### config.mk
export PLATFORM = sky130hd
export DESIGN_NAME = tec_timer_extint_ctrl
export DESIGN_NICKNAME = d
export VERILOG_FILES = /design/src/hdl/tec_timer_extint_ctrl.v
export VERILOG_INCLUDE_DIRS = /design/src /design/src/hdl
export SDC_FILE = /design/constraint.sdc
export NUM_CORES = 1
export LEC_CHECK = 0
export ABC_AREA = 1
export BUFFER_PORTS_ARGS = -buffer_cell sky130_fd_sc_hd__buf_2
export CAP_MARGIN = 0
export CELL_PAD_IN_SITES_DETAIL_PLACEMENT = 1
export CELL_PAD_IN_SITES_GLOBAL_PLACEMENT = 1
export CORE_ASPECT_RATIO = 2
export CORE_UTILIZATION = 35
export CTS_CLUSTER_DIAMETER = 40
export DETAILED_ROUTE_END_ITERATION = 8
export GPL_TIMING_DRIVEN = 0
export PLACE_DENSITY_LB_ADDON = 0.15
export SYNTH_ARGS = -nofsm -noshare
export SYNTH_HDL_FRONTEND = slang
export SYNTH_SLANG_ARGS = --single-unit
export TNS_END_PERCENT = 100
### constraint.sdc
create_clock -name sys_clk_i -period 3.5 [get_ports sys_clk_i]
set_clock_uncertainty 0.2 [all_clocks]
set_input_delay 0.525 -clock sys_clk_i [delete_from_list [all_inputs] [get_ports sys_clk_i]]
set_output_delay 0.525 -clock sys_clk_i [all_outputs]
set_load 0.02 [all_outputs]
### src/hdl/tec_defines.vh
`ifndef TEC_DEFINES_VH
`define TEC_DEFINES_VH

// ====================================================================
// register placement
// byte address of the control register in the special function space
`define TEC_SFR_ADDR        8'h88
// bit address of bit 0; bits 1..7 follow at consecutive addresses
`define TEC_BIT_BASE        8'h88
`define TEC_RESET_VAL       8'h00

// ====================================================================
// field positions
`define TEC_T1_OVF_POS      3'h7
`define TEC_T1_RUN_POS      3'h6
`define TEC_T0_OVF_POS      3'h5
`define TEC_T0_RUN_POS      3'h4
`define TEC_X1_FLAG_POS     3'h3
`define TEC_X1_TYPE_POS     3'h2
`define TEC_X0_FLAG_POS     3'h1
`define TEC_X0_TYPE_POS     3'h0

// ====================================================================
// pending request vector layout
`define TEC_PEND_T0         2'h0
`define TEC_PEND_T1         2'h1
`define TEC_PEND_X0         2'h2
`define TEC_PEND_X1         2'h3

// ====================================================================
// pin conditioning
// idle level of the external request pins after reset
`define TEC_PIN_IDLE        1'h1

`endif

### src/hdl/tec_timer_extint_ctrl.v
`timescale 1ns/100ps
`default_nettype none

`include "tec_defines.vh"

module tec_timer_extint_ctrl (
  input  wire       sys_clk_i,
  input  wire       rst_i,
  // byte access from the core
  input  wire [7:0] sfr_addr_i,
  input  wire       sfr_wr_i,
  input  wire [7:0] sfr_wdata_i,
  input  wire       sfr_rd_i,
  output reg  [7:0] sfr_rdata_o,
  // single-bit access from the core
  input  wire [7:0] bit_addr_i,
  input  wire       bit_wr_i,
  input  wire       bit_wdata_i,
  input  wire       bit_rd_i,
  output reg        bit_rdata_o,
  // overflow strobes from the timer counters
  input  wire       t0_ovf_i,
  input  wire       t1_ovf_i,
  // gating bits held in the timer mode register
  input  wire       t0_pin_gating_bit_i,
  input  wire       t1_pin_gating_bit_i,
  // external request pins, asynchronous
  input  wire       ext_irq_pin_a_i,
  input  wire       ext_irq_pin_b_i,
  // vector acknowledges from the interrupt controller
  input  wire       t0_vec_ack_i,
  input  wire       t1_vec_ack_i,
  input  wire       x0_vec_ack_i,
  input  wire       x1_vec_ack_i,
  // to timers and interrupt controller
  output reg        t0_run_o,
  output reg        t1_run_o,
  output reg        t0_count_en_o,
  output reg        t1_count_en_o,
  output reg  [3:0] irq_pend_o
);

  // ==================================================================
  // helpers
  // true when a bit address selects field idx of this register
  function bit_hit;
    input [7:0] addr;
    input [2:0] idx;
    begin
      bit_hit = (addr == (`TEC_BIT_BASE | {5'h00, idx}));
    end
  endfunction

  // request flag update shared by both external pins
  function req_next;
    input edge_mode;
    input cur;
    input fall;
    input ack;
    input wen;
    input wval;
    input pin_lvl;
    begin
      if (!edge_mode) begin
        req_next = ~pin_lvl;
      end else if (fall) begin
        req_next = 1'h1;
      end else if (wen) begin
        req_next = wval;
      end else if (ack) begin
        req_next = 1'h0;
      end else begin
        req_next = cur;
      end
    end
  endfunction

  // ==================================================================
  // state
  reg       t1_overflow_flag_r;
  reg       t1_run_bit_r;
  reg       t0_overflow_flag_r;
  reg       t0_run_bit_r;
  reg       ext_req1_flag_r;
  reg       ext_req1_trigger_type_r;
  reg       ext_req0_flag_r;
  reg       ext_req0_trigger_type_r;
  reg [2:0] pin_a_sync_r;
  reg [2:0] pin_b_sync_r;
  reg       pin_a_lvl_r;
  reg       pin_b_lvl_r;
  reg       pin_a_prev_r;
  reg       pin_b_prev_r;

  reg       t1_overflow_flag_nxt;
  reg       t1_run_bit_nxt;
  reg       t0_overflow_flag_nxt;
  reg       t0_run_bit_nxt;
  reg       ext_req1_flag_nxt;
  reg       ext_req1_trigger_type_nxt;
  reg       ext_req0_flag_nxt;
  reg       ext_req0_trigger_type_nxt;
  reg [7:0] wr_mask;
  reg [7:0] wr_val;

  // reset image of the whole byte; each bit takes its own field from it
  localparam [7:0] reset_image = `TEC_RESET_VAL;

  wire [7:0] timer_and_extint_control;
  wire       pin_a_fall;
  wire       pin_b_fall;

  // assembled register image
  assign timer_and_extint_control = {t1_overflow_flag_r, t1_run_bit_r,
                                     t0_overflow_flag_r, t0_run_bit_r,
                                     ext_req1_flag_r, ext_req1_trigger_type_r,
                                     ext_req0_flag_r, ext_req0_trigger_type_r};

  // falling edges of the filtered pin levels
  assign pin_a_fall = pin_a_prev_r & ~pin_a_lvl_r;
  assign pin_b_fall = pin_b_prev_r & ~pin_b_lvl_r;

  // ==================================================================
  // pin conditioning
  // three stages; the level moves only once stages two and three agree,
  // which rejects a single-cycle glitch at the cost of two cycles latency
  always @(posedge sys_clk_i) begin
    if (rst_i) begin
      pin_a_sync_r <= {3{`TEC_PIN_IDLE}};
      pin_b_sync_r <= {3{`TEC_PIN_IDLE}};
      pin_a_lvl_r  <= `TEC_PIN_IDLE;
      pin_b_lvl_r  <= `TEC_PIN_IDLE;
      pin_a_prev_r <= `TEC_PIN_IDLE;
      pin_b_prev_r <= `TEC_PIN_IDLE;
    end else begin
      pin_a_sync_r <= {pin_a_sync_r[1:0], ext_irq_pin_a_i};
      pin_b_sync_r <= {pin_b_sync_r[1:0], ext_irq_pin_b_i};
      if (pin_a_sync_r[1] == pin_a_sync_r[2]) begin
        pin_a_lvl_r <= pin_a_sync_r[2];
      end
      if (pin_b_sync_r[1] == pin_b_sync_r[2]) begin
        pin_b_lvl_r <= pin_b_sync_r[2];
      end
      pin_a_prev_r <= pin_a_lvl_r;
      pin_b_prev_r <= pin_b_lvl_r;
    end
  end

  // ==================================================================
  // software write decode
  // a byte write touches every bit, a bit write at most one, the bit its address selects
  always @* begin
    wr_mask = 8'h00;
    wr_val  = 8'h00;
    if (sfr_wr_i && (sfr_addr_i == `TEC_SFR_ADDR)) begin
      wr_mask = 8'hFF;
      wr_val  = sfr_wdata_i;
    end else if (bit_wr_i) begin
      wr_mask[`TEC_T1_OVF_POS]  = bit_hit(bit_addr_i, `TEC_T1_OVF_POS);
      wr_mask[`TEC_T1_RUN_POS]  = bit_hit(bit_addr_i, `TEC_T1_RUN_POS);
      wr_mask[`TEC_T0_OVF_POS]  = bit_hit(bit_addr_i, `TEC_T0_OVF_POS);
      wr_mask[`TEC_T0_RUN_POS]  = bit_hit(bit_addr_i, `TEC_T0_RUN_POS);
      wr_mask[`TEC_X1_FLAG_POS] = bit_hit(bit_addr_i, `TEC_X1_FLAG_POS);
      wr_mask[`TEC_X1_TYPE_POS] = bit_hit(bit_addr_i, `TEC_X1_TYPE_POS);
      wr_mask[`TEC_X0_FLAG_POS] = bit_hit(bit_addr_i, `TEC_X0_FLAG_POS);
      wr_mask[`TEC_X0_TYPE_POS] = bit_hit(bit_addr_i, `TEC_X0_TYPE_POS);
      wr_val = {8{bit_wdata_i}};
    end
  end

  // ==================================================================
  // next-state of the register bits
  // hardware set beats both software clear and vector clear
  always @* begin
    // timer overflow flags
    if (t1_ovf_i) begin
      t1_overflow_flag_nxt = 1'h1;
    end else if (wr_mask[`TEC_T1_OVF_POS]) begin
      t1_overflow_flag_nxt = wr_val[`TEC_T1_OVF_POS];
    end else if (t1_vec_ack_i) begin
      t1_overflow_flag_nxt = 1'h0;
    end else begin
      t1_overflow_flag_nxt = t1_overflow_flag_r;
    end
    if (t0_ovf_i) begin
      t0_overflow_flag_nxt = 1'h1;
    end else if (wr_mask[`TEC_T0_OVF_POS]) begin
      t0_overflow_flag_nxt = wr_val[`TEC_T0_OVF_POS];
    end else if (t0_vec_ack_i) begin
      t0_overflow_flag_nxt = 1'h0;
    end else begin
      t0_overflow_flag_nxt = t0_overflow_flag_r;
    end
    // run bits are plain software storage
    t1_run_bit_nxt = wr_mask[`TEC_T1_RUN_POS] ?
                     wr_val[`TEC_T1_RUN_POS] : t1_run_bit_r;
    t0_run_bit_nxt = wr_mask[`TEC_T0_RUN_POS] ?
                     wr_val[`TEC_T0_RUN_POS] : t0_run_bit_r;
    // trigger types
    ext_req1_trigger_type_nxt = wr_mask[`TEC_X1_TYPE_POS] ?
                                wr_val[`TEC_X1_TYPE_POS] : ext_req1_trigger_type_r;
    ext_req0_trigger_type_nxt = wr_mask[`TEC_X0_TYPE_POS] ?
                                wr_val[`TEC_X0_TYPE_POS] : ext_req0_trigger_type_r;
    // request flags; level mode ignores writes since the pin owns the flag
    ext_req1_flag_nxt = req_next(ext_req1_trigger_type_r, ext_req1_flag_r,
                                 pin_b_fall, x1_vec_ack_i,
                                 wr_mask[`TEC_X1_FLAG_POS], wr_val[`TEC_X1_FLAG_POS],
                                 pin_b_lvl_r);
    ext_req0_flag_nxt = req_next(ext_req0_trigger_type_r, ext_req0_flag_r,
                                 pin_a_fall, x0_vec_ack_i,
                                 wr_mask[`TEC_X0_FLAG_POS], wr_val[`TEC_X0_FLAG_POS],
                                 pin_a_lvl_r);
  end

  // ==================================================================
  // register bits
  always @(posedge sys_clk_i) begin
    if (rst_i) begin
      t1_overflow_flag_r      <= reset_image[`TEC_T1_OVF_POS];
      t1_run_bit_r            <= reset_image[`TEC_T1_RUN_POS];
      t0_overflow_flag_r      <= reset_image[`TEC_T0_OVF_POS];
      t0_run_bit_r            <= reset_image[`TEC_T0_RUN_POS];
      ext_req1_flag_r         <= reset_image[`TEC_X1_FLAG_POS];
      ext_req1_trigger_type_r <= reset_image[`TEC_X1_TYPE_POS];
      ext_req0_flag_r         <= reset_image[`TEC_X0_FLAG_POS];
      ext_req0_trigger_type_r <= reset_image[`TEC_X0_TYPE_POS];
    end else begin
      t1_overflow_flag_r      <= t1_overflow_flag_nxt;
      t1_run_bit_r            <= t1_run_bit_nxt;
      t0_overflow_flag_r      <= t0_overflow_flag_nxt;
      t0_run_bit_r            <= t0_run_bit_nxt;
      ext_req1_flag_r         <= ext_req1_flag_nxt;
      ext_req1_trigger_type_r <= ext_req1_trigger_type_nxt;
      ext_req0_flag_r         <= ext_req0_flag_nxt;
      ext_req0_trigger_type_r <= ext_req0_trigger_type_nxt;
    end
  end

  // ==================================================================
  // outputs to timers and interrupt controller
  // count enables use only the run bits, gating and pin levels; of the low
  // nibble only the request flags reach irq_pend_o. one cycle behind the register image.
  always @(posedge sys_clk_i) begin
    if (rst_i) begin
      t0_run_o      <= 1'h0;
      t1_run_o      <= 1'h0;
      t0_count_en_o <= 1'h0;
      t1_count_en_o <= 1'h0;
      irq_pend_o    <= 4'h0;
    end else begin
      t0_run_o      <= t0_run_bit_r;
      t1_run_o      <= t1_run_bit_r;
      t0_count_en_o <= t0_run_bit_r &
                       (~t0_pin_gating_bit_i | pin_a_lvl_r);
      t1_count_en_o <= t1_run_bit_r &
                       (~t1_pin_gating_bit_i | pin_b_lvl_r);
      irq_pend_o[`TEC_PEND_T0] <= t0_overflow_flag_r;
      irq_pend_o[`TEC_PEND_T1] <= t1_overflow_flag_r;
      irq_pend_o[`TEC_PEND_X0] <= ext_req0_flag_r;
      irq_pend_o[`TEC_PEND_X1] <= ext_req1_flag_r;
    end
  end

  // ==================================================================
  // read data
  // registered, so data follows the read strobe by one cycle; an access
  // to another address returns zero so the core can or-merge read buses
  always @(posedge sys_clk_i) begin
    if (rst_i) begin
      sfr_rdata_o <= 8'h00;
      bit_rdata_o <= 1'h0;
    end else begin
      if (sfr_rd_i && (sfr_addr_i == `TEC_SFR_ADDR)) begin
        sfr_rdata_o <= timer_and_extint_control;
      end else begin
        sfr_rdata_o <= 8'h00;
      end
      if (bit_rd_i && bit_hit(bit_addr_i, bit_addr_i[2:0])) begin
        bit_rdata_o <= timer_and_extint_control[bit_addr_i[2:0]];
      end else begin
        bit_rdata_o <= 1'h0;
      end
    end
  end

endmodule // tec_timer_extint_ctrl

`default_nettype wire
* Word level (Yosys, flattened, before mapping)
Index checks and enable logic that the tools add are counted.
** Storage, ports and cells
- Output and inout bits :: 17
- Register bits after elaboration :: 35
- Bits of input ports :: 41
- Word-level logic and storage cells :: 75
** Operators by class
- Eq/ne operators :: 14
- Bitwise logic cells :: 12
- Reductions and logical operators :: 7
- Magnitude comparators :: 1
- Multiplexer cells :: 20
** Operators by type and width (count)
- 8-bit equality test, second input constant :: 9
- 8-bit 2-to-1 mux :: 4
- 1-bit 2-to-1 mux :: 15
- 4-bit by 2-bit != test with 1-bit output, second input constant :: 2
- 1-bit NOT :: 6
- 3-bit nonzero test :: 2
- 5-bit equality test, second input constant :: 1
- 1-bit AND :: 4
- 3-bit by 4-bit less-than comparator with 1-bit output, second input constant :: 1
- 2-bit OR reduction :: 2
- 1-bit binary-select mux with 3-bit select :: 1
- 1-bit logical AND :: 3
- 1-bit equality test :: 2
- 1-bit OR :: 2

* Depth between registers and ports, before layout
Gate-level depths: netlist of run 1.
- Depth after elaboration :: 6
- Depth in mapped cells :: 10
- Depth with buffers taken out :: 9

* Least setup slack after synthesis of run 1
No wires, ideal clock.
- Path kind :: input-to-reg
- From :: in sfr_addr_i[2]
- To :: reg t0_overflow_flag_r
- Arrival time :: 1.254 ns
- Path slack :: 1.937 ns
- Path buffers :: 1
- Stages :: 9
- Cells stage by stage :: inv_1 -> nand2_1 -> nor2_4 -> nand3_2 -> buf_4 -> nand3_1 -> nand3_1 -> nand2_1 -> inv_1
** On the way
- Cells in the longest elaborated chain, start to end :: 5
** Ends and longest elaborated chain
- from (decl) :: RTL line tec_timer_extint_ctrl.v:10 : input wire [7:0] sfr_addr_i,
- 8-bit equality test (no line) (*)
- 1-bit logical AND (*) :: RTL line tec_timer_extint_ctrl.v:155 : if (sfr_wr_i && (sfr_addr_i == `TEC_SFR_ADDR)) begin
- 8-bit 2-to-1 mux :: RTL line tec_timer_extint_ctrl.v:155
- 1-bit 2-to-1 mux :: RTL line tec_timer_extint_ctrl.v:187 : end else if (wr_mask[`TEC_T0_OVF_POS]) begin
- 1-bit 2-to-1 mux :: RTL line tec_timer_extint_ctrl.v:185 : if (t0_ovf_i) begin
- to (signal assigned) :: RTL line tec_timer_extint_ctrl.v:221 : t0_overflow_flag_r <= reset_image[`TEC_T0_OVF_POS];
- to (signal assigned) :: RTL line tec_timer_extint_ctrl.v:230 : t0_overflow_flag_r <= t0_overflow_flag_nxt;
- to (decl) :: RTL line tec_timer_extint_ctrl.v:82 : reg t0_overflow_flag_r;
Mark *: on every way between the ends. The rest lies on a longest branch, timed or not.
A chain may end at the register's enable or synchronous reset.

* Final worst setup path of run 1
- From :: in bit_addr_i[6]
- To :: reg ext_req0_trigger_type_r
** On the way
- Cells in the longest elaborated chain, start to end :: 3
** Ends and longest elaborated chain
- from (decl) :: RTL line tec_timer_extint_ctrl.v:16 : input wire [7:0] bit_addr_i,
- 8-bit equality test :: RTL line tec_timer_extint_ctrl.v:50 : bit_hit = (addr == (`TEC_BIT_BASE | {5'h00, idx}));
- 8-bit 2-to-1 mux :: RTL line tec_timer_extint_ctrl.v:158 : end else if (bit_wr_i) begin
- 8-bit 2-to-1 mux :: RTL line tec_timer_extint_ctrl.v:155
- to (signal assigned) :: RTL line tec_timer_extint_ctrl.v:226 : ext_req0_trigger_type_r <= reset_image[`TEC_X0_TYPE_POS];
- to (signal assigned) :: RTL line tec_timer_extint_ctrl.v:235 : ext_req0_trigger_type_r <= ext_req0_trigger_type_nxt;
- to (decl) :: RTL line tec_timer_extint_ctrl.v:87 : reg ext_req0_trigger_type_r;
No other way between the ends.

==> impl_results.rst, run 1 <==
.. list-table::
   :header-rows: 1

   * - Metric
     - Value
   * - Status
     - finished, final reports clean
   * - Clock sink count
     - 35
   * - R2R Path Start
     - pin_a_lvl_r
   * - Setup total negative slack
     - 0 ns
   * - Cell area after synthesis
     - around 1500 sq um
   * - Synth top area cells
     - dfxtp_1 47%, nor2_1 9.5%, inv_1 9.0%, nand2_1 8.8%, nand3_1 5.7%
   * - First-pass GRT wire length
     - between 6000 and 7000 um
   * - Distinct cell type count of the synthesized netlist
     - 23
   * - Slew of the pin with the lowest slew margin
     - 0.4277 ns
   * - Clock transition at the registers of the reported paths
     - approximately 0.06 ns
   * - Crit Path Category
     - in -> reg
   * - Remaining Overflow, GRT
     - 0
   * - Tot GR Track Use
     - 0.2027
   * - Buffers added on ports
     - 57
   * - Flops & latches, synth
     - 35
   * - R2R cell count
     - 9
   * - Top cells by count, synth
     - 38 x nor2_1, 36 x inv_1, 35 x dfxtp_1, 35 x nand2_1, 17 x nand3_1
   * - Yosys warning total
     - 0
   * - Avg Synthesized Cell Area
     - around 7 sq um
   * - Final Hold Violating Endpoints
     - 0
   * - Unrepaired setup endpoints after global routing
     - no
   * - Root cell of the clock tree
     - clkbuf_8
   * - Number of buffers added for setup after CTS
     - 0
   * - Buffers from clock root to sink, at most
     - 2
   * - Number of slew-limit violations in the final report
     - 0
   * - Count leader, synth
     - nor2_1
   * - Worst hold path stage count
     - 1
   * - Hold crit path type
     - reg -> reg
   * - IR drop worst, VDD
     - just under 200 uV
   * - Area overhead of the layout relative to synthesis
     - 28.87%
   * - Worst slew margin relative to its limit
     - 0.7149
   * - Largest area contributor in the netlist
     - dfxtp_1
   * - Cts repair resizes
     - 0
   * - Mapped Nets
     - ~250
   * - Min-Delay Endpoint
     - pin_b_sync_r[1]
   * - # H-tree levels
     - 2
   * - Number of global-route vias before repair
     - about 1600
   * - Overall power consumption
     - 0.7432 mW
   * - Max Clock Freq
     - approximately 670 MHz
   * - Routed Antenna Nets
     - 0
   * - Maximum number of pins on one net before global-route repair
     - 11
   * - Number of synthesized flops with an enable pin
     - 0
   * - Initial DRC count
     - 14
   * - Chip width
     - 48.22 um
   * - Die Span Y
     - ~94 um
   * - Hold path startpoint
     - pin_b_sync_r[0]
   * - Max Cap Violations
     - 0
   * - Leakage
     - 1.010 nW
   * - Total vias in the final route
     - between 1500 and 2000
   * - End of the worst register-to-register path
     - ext_req0_flag_r
   * - Pwr/cell area
     - a little under 400 nW/um^2
   * - DR vias/cell
     - about 4.7
   * - Area of the core
     - between 4000 and 5000 sq um
   * - Number of antenna cells inserted
     - 0
   * - Layout cells sized above 1
     - 0.3091
   * - Effective utilization at floorplan
     - 0.3658
   * - Placer's final routability congestion estimate
     - around 0.94
   * - Number of hold buffers added after CTS
     - 0
   * - Predominant post-synthesis flop cell
     - dfxtp_1
   * - Number of detailed-route iterations in the first pass
     - 4
   * - Final routed wirelength across all metal layers
     - 3914 um
   * - Synth top area share
     - 0.4686
   * - Area of the die
     - 4553 sq um
   * - Boundary Pins
     - 58
   * - Inserted Clock Buffers
     - 5
   * - Post-route setup slack
     - roughly 2 ns
   * - Critical Path Source
     - bit_addr_i[6]
   * - Number of nets in the layout
     - 315
   * - Number of antenna violations at the first check in global routing
     - 0
   * - Arrival time of the worst setup path
     - 1.47 ns
   * - Per-cell routed wire length
     - 11.97 um
   * - Data required time at the worst endpoint
     - roughly 3.5 ns
   * - Fraction of the core area covered by cells at the end of the flow
     - 0.4714
   * - Worst setup slack before clock tree synthesis
     - around 1.7 ns
   * - Largest fanout on the critical path
     - 8
   * - Clock period minus final worst setup slack
     - between 1 and 1.5 ns
   * - Async set-reset flop share out of synthesis
     - 0
   * - Number of design rule violations left after detail routing
     - 0
   * - Share of the clock period used by the worst path after layout
     - 0.4280
   * - Kind of launch point of the worst setup path
     - input pin
   * - Post-Syn Instances
     - 210
   * - Number of endpoints failing setup at the final stage
     - 0
   * - HPWL Detailed
     - 3222 um
   * - Skew-Pair Late Insertion Delay
     - between 0.2 and 0.3 ns
   * - Endpoint class of the critical path
     - flop
   * - Row Count
     - 33
   * - Portion of the post-synthesis area used by sequential elements
     - 0.4686
   * - Flop2flop setup slack
     - ~2.2 ns
   * - Clock tree from TritonCTS
     - built
## worst max-delay path by stage
stage,to,cells after the start,slack [ns]
floorplan,t0_overflow_flag_r,9,1.94
global placement,t0_overflow_flag_r,10,1.71
detailed placement,ext_req0_trigger_type_r,9,1.67
CTS,ext_req0_trigger_type_r,9,1.98
global route,ext_req0_trigger_type_r,9,1.82
finish,ext_req0_trigger_type_r,9,2.00
## cells by family after synthesis
family / after synthesis / synth area share
AOI/OAI and AO/OA: 19 / 0.07112
and+or+nand+nor: 111 / 0.3389
DFF: 35 / 0.4686
buffers and inverters: 45 / 0.1213
## layer usage
layer / track usage / routed length (um)
met5: 0 / 0
met4: 0.09954 / 107
met3: 0.04398 / 146
met2: 0.3722 / 2276
met1: 0.1900 / 1383
## power by group
group	internal (mW)	leakage, nW	switching (mW)
logic	0.0272	0.683	0.0345
clock network	0.139	0.0422	0.136
registers	0.404	0.284	0.00213
## cell type report
class / count / area, sq um
Timing Repair Buffer: 57 / 285.3
Multi-Input combinational cell: 130 / 613.1
Sequential cell: 35 / 700.7
Tap cell: 52 / 65.06
Inverter: 41 / 153.9
Clock inverter: 1 / 5.005
Buffer: 4 / 27.53
Fill cell: 559 / 2161
Clock buffer: 7 / 76.32
## worst max-delay path: stages
cell     delay, ns
buf_2         0.10
inv_2         0.03
nand2_1       0.07
nor2_4        0.21
nand2_1       0.09
o21ai_0       0.23
nand2_1       0.08
nor2_1        0.09
nor2_1        0.06
## cell usage in the layout, fill, tap and decap left out, drive strengths merged, types with 6 or more instances in the layout
master,count
clkbuf,8
nor2,44
o21ai,9
buf,60
or2,6
nand2,36
inv,41
nand3,18
dfxtp,35
## per-stage QoR
stage | instance area, sq um | instances | hold slack (ns)
2_1_floorplan | 1495 | 210 | 0.1895
3_3_place_gp | 1846 | 319 | 0.1927
3_5_place_dp | 1846 | 319 | 0.2028
4_1_cts | 1927 | 327 | 0.2172
5_1_grt | 1927 | 327 | 0.2216
6_report | 1927 | 327 | 0.2144
## flip-flops by register name (all words and copies together), names as in the netlist, 3 cells and up
register      cells
pin_a_sync_r      3
pin_b_sync_r      3
irq_pend_o        4
sfr_rdata_o       8
No activity file was read; power rests on OpenSTA's default activity.
==> inputs of run 2 (changes only) <==
Settings changed: ABC_AREA 1 to 0, CORE_UTILIZATION 35 to 31.
Clock period 3.5 ns to 1.25 ns, I/O delays scaled along.
==> impl_results.rst, run 2 <==
.. list-table::
   :header-rows: 1

   * - Metric
     - Value
   * - IR drop worst, VDD
     - 695.0 uV (was 194.0 uV)
   * - Leakage
     - 0.9856 nW (was 1.010 nW)
   * - Post-Syn Instances
     - 140 (was 210)
   * - Number of synthesized flops with an enable pin
     - 0 (unchanged)
   * - Clock tree from TritonCTS
     - built (unchanged)
   * - Portion of the post-synthesis area used by sequential elements
     - 0.4938 (was 0.4686)
   * - Setup total negative slack
     - -2.268 ns (was 0 ns)
   * - Fraction of the core area covered by cells at the end of the flow
     - 0.4872 (was 0.4714)
   * - Area of the core
     - 4382 sq um (was 4088 sq um)
   * - Synth top area cells
     - dfxtp_1 49%, mux2i_1 4.9%, nor3_1 4.9%, and2_1 4.0%, nor2b_1 4.0% (was dfxtp_1 47%, nor2_1 9.5%, inv_1 9.0%, nand2_1 8.8%, nand3_1 5.7%)
   * - Yosys warning total
     - 0 (unchanged)
   * - Data required time at the worst endpoint
     - 1.21 ns (was 3.48 ns)
   * - Total cell area at the placement stage
     - 1788 sq um (was 1846 sq um)
   * - Biggest registers after layout
     - sfr_rdata_o (8), irq_pend_o (4) (unchanged)
   * - Row Count
     - 34 (was 33)
   * - Effective utilization at floorplan
     - 0.3238 (was 0.3658)
   * - Hold crit path type
     - in -> reg (was reg -> reg)
   * - Synth top area share
     - 0.4938 (was 0.4686)
   * - Kind of launch point of the worst setup path
     - input pin (unchanged)
   * - Routed Antenna Nets
     - 0 (unchanged)
   * - Final Hold Violating Endpoints
     - 5 (was 0)
   * - Avg Synthesized Cell Area
     - 10.13 sq um (was 7.120 sq um)
   * - HPWL Detailed
     - 3057 um (was 3222 um)
   * - R2R Path Start
     - t0_overflow_flag_r (was pin_a_lvl_r)
   * - Hold slack
     - -0.04077 ns (was 0.2144 ns)
   * - Pwr/cell area
     - 1054 nW/um^2 (was 385.7 nW/um^2)
   * - Final routed wirelength across all metal layers
     - 4205 um (was 3914 um)
   * - Number of antenna violations at the first check in global routing
     - 0 (unchanged)
   * - Async set-reset flop share out of synthesis
     - 0 (unchanged)
   * - Top Family by Delay on Critical Path
     - simple AND/OR/NAND/NOR gates (unchanged)
   * - Chip width
     - 49.84 um (was 48.22 um)
   * - Total vias in the final route
     - 1343 (was 1534)
   * - Number of endpoints failing setup at the final stage
     - 9 (was 0)
   * - Maximum number of pins on one net before global-route repair
     - 11 (unchanged)
   * - Post-route cell area
     - 2135 sq um (was 1927 sq um)
   * - Per-cell routed wire length
     - 15.52 um (was 11.97 um)
   * - Inserted Clock Buffers
     - 5 (unchanged)
   * - Status
     - finished with violations (was finished, final reports clean)
   * - Count leader, synth
     - dfxtp_1 (was nor2_1)
   * - Mapped Nets
     - 181 (was 251)
   * - Clock period minus final worst setup slack
     - roughly 1.6 ns
   * - Share of the clock period used by the worst path after layout
     - 1.265
   * - Most frequent standard cell in the layout excluding fill and tap cells
     - buf_2 (unchanged)
   * - Top register by number of flip-flops
     - sfr_rdata_o (unchanged)
   * - Critical path's slowest cell
     - or4b_4 (was o21ai_0)
   * - Predominant post-synthesis flop cell
     - dfxtp_1 (unchanged)
   * - Skew-Pair Late Insertion Delay
     - 0.28 ns (was 0.29 ns)
   * - Number of slew-limit violations in the final report
     - 0 (unchanged)
   * - Clock transition at the registers of the reported paths
     - 0.07 ns (was 0.06 ns)
   * - Layout cells sized above 1
     - 0.4700 (was 0.3091)
   * - Max FFs per register
     - 8 (unchanged)
   * - Flops & latches, synth
     - 35 (unchanged)
   * - Area of the die
     - 4868 sq um (was 4553 sq um)
   * - Critical Path Source
     - bit_addr_i[6] (unchanged)
   * - Top cells by count, synth
     - 35 x dfxtp_1, 14 x nor3_1, 9 x and2_1, 9 x nor2b_1, 8 x or2_2 (was 38 x nor2_1, 36 x inv_1, 35 x dfxtp_1, 35 x nand2_1, 17 x nand3_1)
   * - First-pass GRT wire length
     - 6858 um (was 6506 um)
   * - Largest stage delay, worst path
     - 0.57 ns (was 0.23 ns)
   * - Die Span Y
     - 97.68 um (was 94.43 um)
   * - Post-route setup slack
     - -0.3315 ns (was 2.002 ns)
   * - Boundary Pins
     - 58 (unchanged)
   * - Remaining Overflow, GRT
     - 0 (unchanged)
   * - Series of cell instances along the critical path
     - buf_6 > or4b_4 > o311a_1 > a2111oi_2 > nor3_1 (was buf_2 > inv_2 > nand2_1 > nor2_4 > nand2_1 > o21ai_0 > nand2_1 > nor2_1 > nor2_1)
   * - Number of global-route vias before repair
     - 1472 (was 1609)
   * - Commonest non-fill, non-tap cells in the layout
     - 55 x buf_2, 31 x dfxtp_1, 9 x nor2b_1, 9 x and2_1 (was 58 x buf_2, 38 x nor2_1, 36 x inv_1)
   * - Number of fill cells in the layout
     - 525 (was 559)
   * - CP bufs+invs
     - 1 (was 2)
   * - Distinct cell type count of the synthesized netlist
     - 33 (was 23)
   * - Largest area contributor in the netlist
     - dfxtp_1 (unchanged)
   * - # H-tree levels
     - 2 (unchanged)
   * - Clock sink count
     - 35 (unchanged)
   * - Area overhead of the layout relative to synthesis
     - 50.44% (was 28.87%)
   * - Max Clock Freq
     - 632.3 MHz
   * - Number of design rule violations left after detail routing
     - 0 (unchanged)
   * - Violated checks
     - hold timing, setup timing
   * - Buffers added on ports
     - 56 (was 57)
   * - Max Cap Violations
     - 0 (unchanged)
   * - Number of detailed-route iterations in the first pass
     - 3 (was 4)
   * - Buffers from clock root to sink, at most
     - 2 (unchanged)
   * - Tot GR Track Use
     - 0.1890 (was 0.2027)
   * - Unrepaired setup endpoints after global routing
     - yes (was no)
   * - Root cell of the clock tree
     - clkbuf_8 (unchanged)
   * - Number of antenna cells inserted
     - 0 (unchanged)
   * - Worst slew margin relative to its limit
     - 0.6912 (was 0.7149)
   * - Initial DRC count
     - 6 (was 14)
   * - Hold path startpoint
     - rst_i (was pin_b_sync_r[0])
   * - DR vias/cell
     - 4.956 (was 4.691)
   * - Placer's final routability congestion estimate
     - 0.8522 (was 0.9365)
   * - Number of hold buffers added after CTS
     - 8 (was 0)
   * - Endpoint class of the critical path
     - flop (unchanged)
   * - Slew of the pin with the lowest slew margin
     - 0.4632 ns (was 0.4277 ns)
   * - Arrival time of the worst setup path
     - 1.55 ns (was 1.47 ns)
   * - Crit Path Category
     - in -> reg (unchanged)
   * - Cell area after synthesis
     - 1419 sq um (was 1495 sq um)
   * - Largest fanout on the critical path
     - 5 (was 8)
   * - Number of nets in the layout
     - 257 (was 315)
-- run 2: changes by cell type after synthesis, sizes merged, moves of 5 or more --
| cell | delta |
|---|---|
| mux2i | +7 |
| o21ai | -7 |
| nand2 | -33 |
| nor2b | +9 |
| and2 | +9 |
| nand4 | -5 |
| nand3 | -16 |
| inv | -34 |
| nor3 | +14 |
| nor2 | -37 |
-- run 2: worst paths after layout --
path | end | slack [ns] | cells past startpoint
worst min register to register | pin_a_sync_r[1] | 0.21 | 1
worst max-delay path | t0_overflow_flag_r | -0.33 | 5
worst min-delay path | t0_run_o | -0.04 | 2
worst max register to register | bit_rdata_o | -0.09 | 3
-- run 2: area by class of cell --
class                   count  area, sq um  share of cell area
clock buffers               8        100.1             0.04689
plain buffers               4        33.78             0.01583
flip-flops and latches     35        705.7              0.3306
inverters                   7        26.28             0.01231
well taps                  54        67.56             0.03165
multi-input cells          94        790.8              0.3705
repair buffers             69        410.4              0.1923
-- run 2: power breakdown --
group	internal, mW	total, mW	switching (mW)
Sequential	1.13	1.14	0.00928
Clock	0.503	0.884	0.382
Combinational	0.118	0.225	0.107
-- run 2: per-layer routing --
layer	track usage	wire length [um]
met3	0.04382	211
met5	0	0
met1	0.1759	1409
met4	0.06813	90
met2	0.3732	2494
-- run 2: logic make-up after synthesis --
family / Yosys count / share of synthesized area
multiplexers: 9 / 0.08113
AO/OA/AOI/OAI: 21 / 0.1120
AND/OR/NAND/NOR: 63 / 0.2628
buffers and inverters: 12 / 0.05026
flip-flops: 35 / 0.4938
-- run 2: per-stage QoR --
step / power, mW / setup WS [ns] / cells / hold WS [ns]
final: 2.250 / -0.3315 / 271 / -0.04077
after global routing: 2.347 / -0.3540 / 271 / -0.02992
after CTS: 2.263 / -0.3283 / 270 / -0.03908
after detailed placement: 1.335 / -0.7416 / 250 / 0.1754
after global placement: 1.329 / -0.7075 / 250 / 0.1747
after floorplan: 1.236 / -0.5664 / 140 / 0.09131
-- run 2: timing repair --
item,4_1_cts,5_1_grt
setup endpoints to repair,17,9
setup buffers,4,1
pin swaps,12,3
gates resized for setup,20,6
gates cloned,1,0
endpoints found under the hold margin,11,4
